### src/pkg/eac_pkg.sv
// shared constants and types for the effective address calculator
`default_nettype none
package eac_pkg;
    localparam int unsigned EAC_DATA_W  = 32;
    localparam int unsigned EAC_NREG    = 16;
    localparam int unsigned EAC_RSEL_W  = 4;
    localparam logic        EAC_BANK_D  = 1'b0;
    localparam logic        EAC_BANK_A  = 1'b1;
    localparam logic [31:0] EAC_RST_W   = 32'h0000_0000;
    localparam logic [31:0] EAC_STEP_B  = 32'h0000_0001;
    localparam logic [31:0] EAC_STEP_W  = 32'h0000_0002;
    localparam logic [31:0] EAC_STEP_L  = 32'h0000_0004;
    localparam logic [31:0] EAC_ONES    = 32'hffff_ffff;

    typedef enum logic [3:0] {
        EAC_M_DREG     = 4'h0,
        EAC_M_AREG     = 4'h1,
        EAC_M_AIND     = 4'h2,
        EAC_M_POSTINC  = 4'h3,
        EAC_M_PREDEC   = 4'h4,
        EAC_M_DISP16   = 4'h5,
        EAC_M_IDX8     = 4'h6,
        EAC_M_IDXBD    = 4'h7,
        EAC_M_MEM_POST = 4'h8,
        EAC_M_MEM_PRE  = 4'h9,
        EAC_M_ABS_S    = 4'ha,
        EAC_M_ABS_L    = 4'hb,
        EAC_M_IMM      = 4'hc
    } eac_mode_t;

    typedef enum logic [1:0] {
        EAC_SZ_BYTE = 2'h0,
        EAC_SZ_WORD = 2'h1,
        EAC_SZ_LONG = 2'h2,
        EAC_SZ_QUAD = 2'h3
    } eac_size_t;

    typedef enum logic [1:0] {
        EAC_DT_INT     = 2'h0,
        EAC_DT_BITF    = 2'h1,
        EAC_DT_BCD_PK  = 2'h2,
        EAC_DT_BCD_UNP = 2'h3
    } eac_dtype_t;

    typedef enum logic [1:0] {
        EAC_ST_IDLE  = 2'h0,
        EAC_ST_READ  = 2'h1,
        EAC_ST_CALC  = 2'h2,
        EAC_ST_FETCH = 2'h3
    } eac_state_t;

    typedef struct packed {
        eac_state_t  state;
        eac_mode_t   mode;
        logic        pc_rel;
        eac_size_t   size;
        eac_dtype_t  dtype;
        logic [1:0]  scale;
        logic        idx_long;
        logic [3:0]  ra;
        logic [3:0]  rb;
        logic [31:0] pc;
        logic [31:0] disp;
        logic [31:0] od;
        logic [31:0] imm;
        logic [31:0] base;
        logic [31:0] idx;
        logic [31:0] ea;
        logic [31:0] fetch_addr;
        logic [31:0] bf_mask;
        logic [63:0] operand;
        logic        is_operand;
        logic        done;
        logic        fetch_req;
    } eac_core_t;
endpackage
`default_nettype wire

### src/rtl/eac_regfile.sv
// sixteen-word register file: two registered read ports, one write port
`default_nettype none
module eac_regfile (
    input  wire logic        ref_clk,  // core clock
    input  wire logic        reset_n,  // async reset, active low
    input  wire logic        ce,       // clock enable
    input  wire logic [3:0]  ra,       // read port a select
    input  wire logic [3:0]  rb,       // read port b select
    input  wire logic        we,       // write enable
    input  wire logic [3:0]  wsel,     // write select
    input  wire logic [31:0] wdata,    // write data
    output var  logic [31:0] rd_a,     // read data a, one cycle late
    output var  logic [31:0] rd_b      // read data b, one cycle late
);
    logic [31:0] mem_reg [eac_pkg::EAC_NREG];

    always_ff @(posedge ref_clk or negedge reset_n) begin
        if (!reset_n) begin
            rd_a <= eac_pkg::EAC_RST_W;
            rd_b <= eac_pkg::EAC_RST_W;
        end else if (ce) begin
            rd_a <= mem_reg[ra];
            rd_b <= mem_reg[rb];
        end
    end

    for (genvar i = 0; i < eac_pkg::EAC_NREG; i++) begin : g_word
        always_ff @(posedge ref_clk or negedge reset_n) begin
            if (!reset_n) begin
                mem_reg[i] <= eac_pkg::EAC_RST_W;
            end else if (ce && we && wsel == 4'(i)) begin
                mem_reg[i] <= wdata;
            end
        end
    end
endmodule
`default_nettype wire

### src/rtl/eac_core.sv
// effective address and operand calculator with indirect long-word fetch
// Function
// - eight data and eight address registers, chosen by 3-bit numbers, feed the modes.
// - 8- and 16-bit short displacements are sign-extended and added.
// - index from any register, word sign-extended or long, scaled by 1/2/4/8.
// - base displacement is 16 or 32 bits, two's complement, added in.
// - outer displacement of 16 or 32 bits is added after the indirect fetch.
// - memory indirect reads a long word and uses it as the new base.
// - post-indexed: fetch at base plus bd; index and od added afterwards.
// - pre-indexed: index added before fetch; od added afterwards.
// - PC-relative variants use the program counter as base.
// - address register postincrement after and predecrement before the access.
// - immediates are 8, 16 or 32 bits wide by operation size.
// - absolute addresses come in short and long forms.
// - bit field operands are 1 to 32 consecutive bits.
// - decimal operands handled packed and unpacked.
// - integers as byte, word, long and quad.
`default_nettype none
module eac_core (
    input  wire logic        ref_clk,             // core clock, 20 MHz
    input  wire logic        reset_n,             // async reset, active low
    input  wire logic        ce,                  // clock enable, freezes all state
    input  wire logic        start,               // request strobe, taken when idle
    input  wire logic [3:0]  mode,                // addressing mode code
    input  wire logic        pc_rel,              // use pc as base
    input  wire logic [1:0]  op_size,             // byte, word, long, quad
    input  wire logic [1:0]  data_type,           // integer, bit field, bcd packed/unpacked
    input  wire logic [2:0]  data_reg_sel,        // data register number
    input  wire logic [2:0]  addr_reg_sel,        // address register number
    input  wire logic [2:0]  index_reg_sel,       // index register number
    input  wire logic        index_is_addr,       // index taken from address bank
    input  wire logic        index_long,          // index used as long word
    input  wire logic [1:0]  index_scale,         // scale as shift count 0..3
    input  wire logic [7:0]  short_disp_byte,     // 8-bit displacement
    input  wire logic [15:0] short_disp_word,     // 16-bit displacement
    input  wire logic [31:0] base_displacement,   // base displacement
    input  wire logic        bd_present,          // base displacement present
    input  wire logic        bd_long,             // base displacement is 32-bit
    input  wire logic [31:0] outer_displacement,  // outer displacement
    input  wire logic        od_present,          // outer displacement present
    input  wire logic        od_long,             // outer displacement is 32-bit
    input  wire logic [31:0] abs_addr,            // absolute address extension
    input  wire logic [31:0] imm_data,            // immediate extension
    input  wire logic [4:0]  bf_width,            // bit field width, 0 means 32
    input  wire logic [31:0] pc,                  // program counter
    input  wire logic        ext_we,              // register write from core, idle only
    input  wire logic [3:0]  ext_wsel,            // register write select
    input  wire logic [31:0] ext_wdata,           // register write data
    input  wire logic [31:0] fetch_data,          // fetched long word
    input  wire logic        fetch_ack,           // fetch complete
    output var  logic        fetch_req,           // long-word fetch request
    output var  logic [31:0] fetch_addr,          // fetch address
    output var  logic        done,                // result valid pulse
    output var  logic        busy,                // request in progress
    output var  logic        is_operand,          // result is operand, not address
    output var  logic [31:0] ea_out,              // effective address
    output var  logic [63:0] operand_out,         // operand value
    output var  logic [31:0] bf_mask              // bit field mask
);
    eac_pkg::eac_core_t s_reg;
    eac_pkg::eac_core_t s_next;
    logic [31:0] rd_a;
    logic [31:0] rd_b;
    logic        own_we;
    logic [31:0] own_wdata;
    logic [31:0] idx_probe;

    function automatic logic [31:0] sext8(input logic [7:0] v);
        return {{24{v[7]}}, v};
    endfunction

    function automatic logic [31:0] sext16(input logic [15:0] v);
        return {{16{v[15]}}, v};
    endfunction

    function automatic logic [31:0] size_step(input eac_pkg::eac_size_t sz);
        case (sz)
            eac_pkg::EAC_SZ_BYTE: return eac_pkg::EAC_STEP_B;
            eac_pkg::EAC_SZ_WORD: return eac_pkg::EAC_STEP_W;
            default:              return eac_pkg::EAC_STEP_L;
        endcase
    endfunction

    function automatic logic [31:0] size_mask(input logic [31:0] v, input eac_pkg::eac_size_t sz);
        case (sz)
            eac_pkg::EAC_SZ_BYTE: return {24'h0, v[7:0]};
            eac_pkg::EAC_SZ_WORD: return {16'h0, v[15:0]};
            default:              return v;
        endcase
    endfunction

    eac_regfile u_regfile (
        .ref_clk (ref_clk),
        .reset_n (reset_n),
        .ce      (ce),
        .ra      (s_reg.ra),
        .rb      (s_reg.rb),
        .we      (own_we || (ext_we && s_reg.state == eac_pkg::EAC_ST_IDLE)),
        .wsel    (own_we ? s_reg.ra : ext_wsel),
        .wdata   (own_we ? own_wdata : ext_wdata),
        .rd_a    (rd_a),
        .rd_b    (rd_b)
    );

    always_comb begin
        logic [31:0] base;
        logic [31:0] idx;
        logic [31:0] step;
        logic [63:0] val;
        eac_pkg::eac_mode_t m;
        base      = s_reg.pc_rel ? s_reg.pc : rd_a;
        idx       = 32'((s_reg.idx_long ? rd_b : sext16(rd_b[15:0])) << s_reg.scale);
        step      = size_step(s_reg.size);
        val       = 64'h0;
        m         = eac_pkg::eac_mode_t'(mode);
        s_next    = s_reg;
        s_next.done = 1'b0;
        own_we    = 1'b0;
        own_wdata = rd_a;
        case (s_reg.state)
            eac_pkg::EAC_ST_IDLE: begin
                if (start) begin
                    s_next.state    = eac_pkg::EAC_ST_READ;
                    s_next.mode     = m;
                    s_next.pc_rel   = pc_rel;
                    s_next.size     = eac_pkg::eac_size_t'(op_size);
                    s_next.dtype    = eac_pkg::eac_dtype_t'(data_type);
                    s_next.scale    = index_scale;
                    s_next.idx_long = index_long;
                    s_next.pc       = pc;
                    s_next.ra       = (m == eac_pkg::EAC_M_DREG) ? {eac_pkg::EAC_BANK_D, data_reg_sel}
                                                               : {eac_pkg::EAC_BANK_A, addr_reg_sel};
                    // a quad data register operand takes its high half from the next data register; address register mode reads rb as the index register
                    s_next.rb       = (m == eac_pkg::EAC_M_DREG) ? {eac_pkg::EAC_BANK_D, 3'(data_reg_sel + 3'h1)}
                                                               : {index_is_addr, index_reg_sel};
                    s_next.od       = !od_present ? 32'h0 :
                                      od_long ? outer_displacement : sext16(outer_displacement[15:0]);
                    if (m == eac_pkg::EAC_M_DISP16) begin
                        s_next.disp = sext16(short_disp_word);
                    end else if (m == eac_pkg::EAC_M_IDX8) begin
                        s_next.disp = sext8(short_disp_byte);
                    end else if (m == eac_pkg::EAC_M_ABS_S) begin
                        s_next.disp = sext16(abs_addr[15:0]);
                    end else if (m == eac_pkg::EAC_M_ABS_L) begin
                        s_next.disp = abs_addr;
                    end else begin
                        s_next.disp = !bd_present ? 32'h0 :
                                      bd_long ? base_displacement : sext16(base_displacement[15:0]);
                    end
                    s_next.imm      = size_mask(imm_data, eac_pkg::eac_size_t'(op_size));
                    s_next.bf_mask  = (bf_width == 5'h0) ? eac_pkg::EAC_ONES
                                                         : 32'((32'h1 << bf_width) - 32'h1);
                end
            end
            eac_pkg::EAC_ST_READ: begin
                s_next.state = eac_pkg::EAC_ST_CALC;
            end
            eac_pkg::EAC_ST_CALC: begin
                s_next.base       = base;
                s_next.idx        = idx;
                s_next.state      = eac_pkg::EAC_ST_IDLE;
                s_next.done       = 1'b1;
                s_next.is_operand = 1'b0;
                s_next.ea         = 32'h0;
                // all sums below are 32 bits wide, so carries out of bit 31 drop
                case (s_reg.mode)
                    eac_pkg::EAC_M_DREG, eac_pkg::EAC_M_AREG: begin
                        s_next.is_operand = 1'b1;
                        case (s_reg.dtype)
                            eac_pkg::EAC_DT_BCD_PK:  val = {56'h0, rd_a[11:8], rd_a[3:0]};
                            eac_pkg::EAC_DT_BCD_UNP: val = {48'h0, 4'h0, rd_a[7:4], 4'h0, rd_a[3:0]};
                            eac_pkg::EAC_DT_BITF:    val = {32'h0, rd_a & s_reg.bf_mask};
                            default: begin
                                val = (s_reg.size == eac_pkg::EAC_SZ_QUAD) ? {rd_b, rd_a}
                                                                           : {32'h0, size_mask(rd_a, s_reg.size)};
                            end
                        endcase
                        s_next.operand = val;
                    end
                    eac_pkg::EAC_M_AIND: begin
                        s_next.ea = rd_a;
                    end
                    eac_pkg::EAC_M_POSTINC: begin
                        s_next.ea = rd_a;
                        own_we    = ce;
                        own_wdata = rd_a + step;
                    end
                    eac_pkg::EAC_M_PREDEC: begin
                        s_next.ea = rd_a - step;
                        own_we    = ce;
                        own_wdata = rd_a - step;
                    end
                    eac_pkg::EAC_M_DISP16: begin
                        s_next.ea = base + s_reg.disp;
                    end
                    eac_pkg::EAC_M_IDX8, eac_pkg::EAC_M_IDXBD: begin
                        s_next.ea = base + s_reg.disp + idx;
                    end
                    eac_pkg::EAC_M_MEM_POST: begin
                        s_next.fetch_addr = base + s_reg.disp;
                        s_next.fetch_req  = 1'b1;
                        s_next.state      = eac_pkg::EAC_ST_FETCH;
                        s_next.done       = 1'b0;
                    end
                    eac_pkg::EAC_M_MEM_PRE: begin
                        s_next.fetch_addr = base + s_reg.disp + idx;
                        s_next.idx        = 32'h0;
                        s_next.fetch_req  = 1'b1;
                        s_next.state      = eac_pkg::EAC_ST_FETCH;
                        s_next.done       = 1'b0;
                    end
                    eac_pkg::EAC_M_ABS_S, eac_pkg::EAC_M_ABS_L: begin
                        s_next.ea = s_reg.disp;
                    end
                    default: begin
                        s_next.is_operand = 1'b1;
                        s_next.operand    = {32'h0, s_reg.imm};
                    end
                endcase
            end
            eac_pkg::EAC_ST_FETCH: begin
                if (fetch_ack) begin
                    // the fetched word replaces the base; od only joins afterwards
                    s_next.ea        = fetch_data + s_reg.idx + s_reg.od;
                    s_next.fetch_req = 1'b0;
                    s_next.done      = 1'b1;
                    s_next.state     = eac_pkg::EAC_ST_IDLE;
                end
            end
            default: begin
                s_next.state = eac_pkg::EAC_ST_IDLE;
            end
        endcase
    end

    always_ff @(posedge ref_clk or negedge reset_n) begin
        if (!reset_n) begin
            s_reg <= '0;
        end else if (ce) begin
            s_reg <= s_next;
        end
    end

    always_ff @(posedge ref_clk or negedge reset_n) begin
        if (!reset_n) begin
            busy <= 1'b0;
        end else if (ce) begin
            busy <= s_next.state != eac_pkg::EAC_ST_IDLE;
        end
    end

    assign fetch_req   = s_reg.fetch_req;
    assign fetch_addr  = s_reg.fetch_addr;
    assign done        = s_reg.done;
    assign is_operand  = s_reg.is_operand;
    assign ea_out      = s_reg.ea;
    assign operand_out = s_reg.operand;
    assign bf_mask     = s_reg.bf_mask;

    // written apart from the datapath form so the fetch check is not a copy of it
    assign idx_probe = s_reg.idx_long ? (rd_b << s_reg.scale) : ({{16{rd_b[15]}}, rd_b[15:0]} << s_reg.scale);
endmodule
`default_nettype wire

### config.mk
export PLATFORM = sky130hd
export DESIGN_NAME = eac_core
export DESIGN_NICKNAME = d
export VERILOG_FILES = /design/src/pkg/eac_pkg.sv /design/src/rtl/eac_regfile.sv /design/src/rtl/eac_core.sv
export SDC_FILE = /design/constraint.sdc
export NUM_CORES = 2
export LEC_CHECK = 0
export CELL_PAD_IN_SITES_DETAIL_PLACEMENT = 0
export CELL_PAD_IN_SITES_GLOBAL_PLACEMENT = 1
export CORE_ASPECT_RATIO = 0.7
export CORE_UTILIZATION = 30
export DETAILED_ROUTE_END_ITERATION = 10
export DONT_BUFFER_PORTS = 1
export PLACE_DENSITY = 0.55
export SLEW_MARGIN = 25
export SYNTH_ARGS = -nofsm -noshare
export SYNTH_HDL_FRONTEND = slang
export SYNTH_SLANG_ARGS = --single-unit
### constraint.sdc
create_clock -name ref_clk -period 13.5 [get_ports ref_clk]
set_input_delay 0.675 -clock ref_clk [delete_from_list [all_inputs] [get_ports ref_clk]]
set_output_delay 0.675 -clock ref_clk [all_outputs]
set_load 0.1 [all_outputs]
== After elaboration in Yosys (flattened, before gate mapping) ==
Index checks and enable logic that the tools add are counted.

* Register bits after elaboration: 922
* Input port bits: 289
* Word-level logic and storage cells: 182

* $add $sub $neg: 8
* $lt $le $gt $ge: 2
* Equality and inequality tests: 41
* Shift operators: 2
* Multiplexer cells: 43
* Bitwise gates (word level): 4
* Reduce and logical (&&, ||, !) cells: 42

{| class="wikitable"
|+ Operators by type and width
! kind !! count
|-
| $mux 32 || 19
|-
| $pmux 32 s2 || 5
|-
| $bmux 32 s4 || 2
|-
| $pmux 64 s3 || 1
|-
| $add 32x32->32 || 5
|-
| $pmux 32 s5 || 1
|-
| $mux 150 || 1
|-
| $pmux 65 s2 || 1
|-
| $mux 64 || 1
|-
| $eq 4x4->1 const B || 14
|-
| $eq 4x3->1 const B || 10
|-
| $and 32x32->32 || 1
|-
| $shl 1x5->32 const A || 1
|-
| $shl 32x2->32 || 1
|-
| $sub 32x1->32 const B || 1
|-
| $sub 32x32->32 || 1
|-
| $logic_and 1x1->1 || 18
|-
| $eq 4x2->1 const B || 4
|-
| $logic_not 4->1 || 3
|-
| $mux 4 || 3
|-
| $reduce_and 3->1 || 4
|-
| $reduce_or 2->1 || 6
|-
| $eq 2x2->1 const B || 5
|-
| $ge 5x5->1 const B || 2
|-
| other kinds (18) || 32
|}

== Depth between registers and ports, before layout ==
* Depth in word-level cells: 9
* Mapped depth: 25
* Gate-level depth less buffers: 22

== By module ==
A second synthesis with hierarchy kept.

* Cells, all modules: 4947
* Area total of the unflattened synthesis: 54678.7 µm²

{| class="wikitable"
|+ By module, submodules not included
! module !! instances !! cells each !! area each (µm²) !! sequential area each (µm²)
|-
| eac_regfile || 1 || 1815 || 28843.9 || 14413.8
|-
| eac_core || 1 || 3132 || 25834.8 || 8658.3
|}

== Least setup slack after synthesis ==
Ideal clock, no wire load.

* Path type: flip-flop to flip-flop
* Start point: reg s_reg[370] (netlist bit)
* End point: reg s_reg, in the netlist ea_out[30]
* Arrival: 5274 ps
* Data required time: 13423 ps
* Setup slack: 8148 ps
* Cell stages (with the launch flop): 23
* Period minus slack after synthesis: 5352 ps
* Cells stage by stage: dfrtp_1 -> clkbuf_1 -> buf_1 -> mux2_2 -> ha_1 -> clkbuf_1 -> and4_1 -> nand3_1 -> or4_1 -> a21oi_1 -> nor2_1 -> xnor2_1 -> ha_1 -> a21o_1 -> nor3_1 -> a2bb2oi_1 -> a2111oi_4 -> o31ai_1 -> a211o_1 -> or4b_1 -> o211ai_1 -> o21ai_1 -> a21oi_1

* Cells in the longest elaborated chain, start to end: 5

{| class="wikitable"
|+ Ends and longest elaborated chain
! what !! line !! RTL
|-
| start, declared || eac_core.sv:60 || <nowiki>eac_pkg::eac_core_t s_reg;</nowiki>
|-
| start signal, assigned || eac_core.sv:240 || <nowiki>s_reg <= s_next;</nowiki>
|-
| $mux 32 * || eac_core.sv:111 || <nowiki>base = s_reg.pc_rel ? s_reg.pc : rd_a;</nowiki>
|-
| $add 32x32->32 * || eac_core.sv:194, eac_core.sv:197 ||
|-
| $add 32x32->32 || eac_core.sv:197 || <nowiki>s_next.ea = base + s_reg.disp + idx;</nowiki>
|-
| $pmux 32 s5 * || eac_core.sv:166 || <nowiki>case (s_reg.mode)</nowiki>
|-
| $pmux 32 s2 * || eac_core.sv:120 || <nowiki>case (s_reg.state)</nowiki>
|}

Every way passes the cells marked *; elsewhere a longest branch is shown, timed or not.
A chain may end at the register's enable or synchronous reset.

== Worst setup path in the final report ==
Same ends and word-level chain as after synthesis.

==> impl_results.md <==
- Final setup TNS: 0 ns
- Reg clk slew, reported paths: 0.07 ns
- CTS H-tree depth: 3
- Max-cap violations: 0
- WL/cell: 29.48 microns
- Syn Inst Count: 5374
- Die Ht: 359.4 microns
- Failing checks: hold timing
- Reg2reg end: ea_out[30]
- Critical setup path kind: register to register
- Tightest Hold Check Type: input port to async pin
- Critical Path Source Type: register
- Reg-to-reg slack, setup: 6.68 ns
- Layout Skew: 0.03681 ns
- Period minus WS final: 6.822 ns
- Drt first pass iters: 5
- DRT iter0 DRCs: 4511
- Final Slew Violations: 0
- Slew @ Worst Pin: 1.101 ns
- DR WL met2: 91150 microns
- Outcome: finished with violations
- Ys Warns: 0
- Routed Antenna Nets: 0
- Worst r2r path cells: 21
- CTS hold repair buffers: 7
- Maximum VDD drop: 203.2 uV
- Clk sinks: 922
- Initial antenna violation count: 28
- Area of the core: 180400 sq um
- Synthesis-stage register bit count: 922
- Final #Nets: 5402
- Global-route wire length before repair: 313700 microns
- Most numerous cell in the Yosys netlist: nand2_1
- Worst Path Required: 14.17 ns
- Met3 routed WL: 20210 microns
- Worst hold margin: -0.0003987 ns
- FMAX: 146.6 MHz
- Via density: 5.640
- Rows: 130
- Finish-stage setup viols: 0
- LEAKAGE: 25.71 nW
- Metal-1 WL: 104100 microns
- RePlAce Congestion: 0.9115
- Die Footprint: 184200 sq um
- TritonCTS Buffers: 98
- Synth unique cells: 91
- Share of the synthesized area in the top cell type: 42.14%
- Max FFs per register: 512
- Detail Placement HPWL: 154400 microns
- Syn nets: 5799
- Routed via count: 41.95k
- Post-CTS setup repair buffer count: 0
- Post_cts resized: 0
- Root buf cell: clkbuf_16
- Port bufs: 0
- Synth top area cells: dfrtp_1 42%, mux4_2 14%, nand2_1 6.7%, o21ai_0 5.2%, mux2_2 4.6%
- Post-synth top cells: 970 x nand2_1, 922 x dfrtp_1, 564 x o21ai_0, 333 x mux4_2, 326 x clkbuf_1
- Pwr Density: 302.7 nW/um^2
- Gr usage total: 23.53%
- Grt ovf: 0
- Vias in the first global route: 40.24k
- Final hold vios: 1
- Critical path launch point: s_reg[370]
- Largest net degree at the start of global routing: 212
- CP Max Fanout: 36
- Layout area overhead: 8.483%
- Crit path capture: ea_out[30]
- Ratio of cells with drive above 1 in the final layout: 18.18%
- Clk_lat worst skew: 0.76 ns
- Synth area leader: dfrtp_1
- CTS Buffer Depth: 3
- Post-synth top flop: dfrtp_1
- Ys async rst share: 100.0%
- Top Metal Used: met5
- Die Width: 512.6 microns
- WL final: 219300 microns
- RSZ-0062 raised after global routing: no
- Mapped cell area: 54750 sq um
- Relative slew slack: 26.59%
- CTS tree: done
- Pwr Total: 17.98 mW
- Boundary Pins: 453
- Post-synthesis sequential area ratio: 42.14%
- Initial core utilization: 30.35%
- DRC: 0
- Syn avg cell area: 10.19 sq um
- Crit share post-route: 50.53%
- Crit Reg-Reg Startpoint: s_reg[370]
- Crit. End Element: register
- Arrival time at the worst endpoint: 7.49 ns
- Number of flops mapped to enable cells by yosys: 0
-- cell usage in the layout (no fill, tap or decap), types with 18 or more instances in the layout --
master | netlist | routed
a21o_1 | 92 | 92
fa_1 | 36 | 36
a21oi_1 | 291 | 282
xor2_1 | 40 | 40
a31oi_1 | 65 | 65
nand2b_1 | 22 | 22
a211oi_1 | 26 | 26
xnor2_1 | 81 | 81
o21ai_0 | 564 | 563
buf_4 | 165 | 83
or3_1 | 27 | 23
nand3_1 | 104 | 103
a22o_1 | 63 | 63
or2_2 | 19 | 18
nor2b_1 | 19 | 18
mux4_2 | 333 | 333
clkbuf_8 | 0 | 24
mux2_2 | 222 | 222
a32oi_1 | 26 | 26
inv_1 | 57 | 57
nor2_1 | 259 | 248
nor3_1 | 40 | 36
o211ai_1 | 19 | 19
a221oi_1 | 36 | 36
and2_1 | 35 | 33
clkbuf_1 | 326 | 19
mux2i_1 | 37 | 36
clkbuf_16 | 0 | 100
o21a_1 | 29 | 29
ha_1 | 100 | 100
dfrtp_1 | 922 | 907
nand2_1 | 970 | 961
-- per-stage QoR --
stage / hold slack [ns] / cell area [sq um] / worst slack, ns / cells / utilization [%]
detailed placement: 0.4578 / 55900 / 6.900 / 7245 / 30.99
global route: 0.01336 / 59380 / 6.524 / 7434 / 32.92
floorplan: 0.3794 / 54750 / 8.148 / 5374 / -
CTS: 0.0006603 / 59330 / 6.851 / 7430 / 32.89
global placement: 0.4109 / 55690 / 6.847 / 7239 / 30.87
finish: -0.0003987 / 59390 / 6.678 / 7438 / 32.93
-- critical path, stage by stage, from the launching register on --
cell	delay [ns]
dfrtp_2	1.01
mux2_2	0.44
ha_1	0.30
a211oi_1	0.29
o21bai_1	0.21
o211ai_1	0.41
a211oi_1	0.15
o21ai_0	0.35
a21oi_1	0.14
xnor2_1	0.29
inv_1	0.08
ha_1	0.41
a211o_1	0.30
o2111ai_1	0.13
a2bb2oi_1	0.21
a2111oi_4	0.51
o31ai_1	0.27
a211o_1	0.38
or4b_1	0.47
o211ai_1	0.11
o21ai_1	0.10
a21oi_1	0.14
-- metal layers --
layer	track usage, %	vias to the layer above
met5	0	-
met1	35.54	21639
met4	4.117	10
met3	6.715	216
li1	-	18487
met2	33.23	1595
-- logic make-up (layout without fill, tap and decap cells) --
kind of cell	after synthesis	count (layout)	synth area share [%]
AND/OR/NAND/NOR	1576	1576	12.26
AO/OA/AOI/OAI	1372	1372	15.38
flip-flops	922	922	42.14
buffers and inverters	655	336	5.736
multiplexers	592	592	18.94
adder cells (fa/ha/maj)	136	136	3.602
XOR/XNOR	121	121	1.936
other	0	7	0
-- power breakdown --
group	switching, mW	leakage (nW)	internal [mW]
Combinational	4.66	12.0	3.68
Sequential	2.80	12.0	3.92
Clock	1.27	1.65	1.65
Total	8.73	25.7	9.25
-- layout make-up --
type,count,area (sq um)
repair buffers,100,937.1
fillers,18292,121000
well taps,2376,2973
inverters,58,217.7
clock inverters,35,455.4
multi-input cells,3797,28790
clock buffers,143,2904
flip-flops and latches,922,23100
diodes,7,17.52
-- worst min path at each step --
stage | startpoint | end | slack [ns] | cells after the start
4_1_cts | imm_data[6] | s_reg[233] | 0.0007 | 2
3_5_place_dp | s_reg[254] | s_reg[254] | 0.46 | 2
5_1_grt | pc[21] | s_reg[344] | 0.01 | 2
6_report | reset_n | s_reg[265] | -0.0004 | 1
2_1_floorplan | reset_n | bf_mask[0] | 0.38 | 0
3_3_place_gp | reset_n | s_reg[265] | 0.41 | 0
Note: power is estimated with default switching activity, not from simulation.
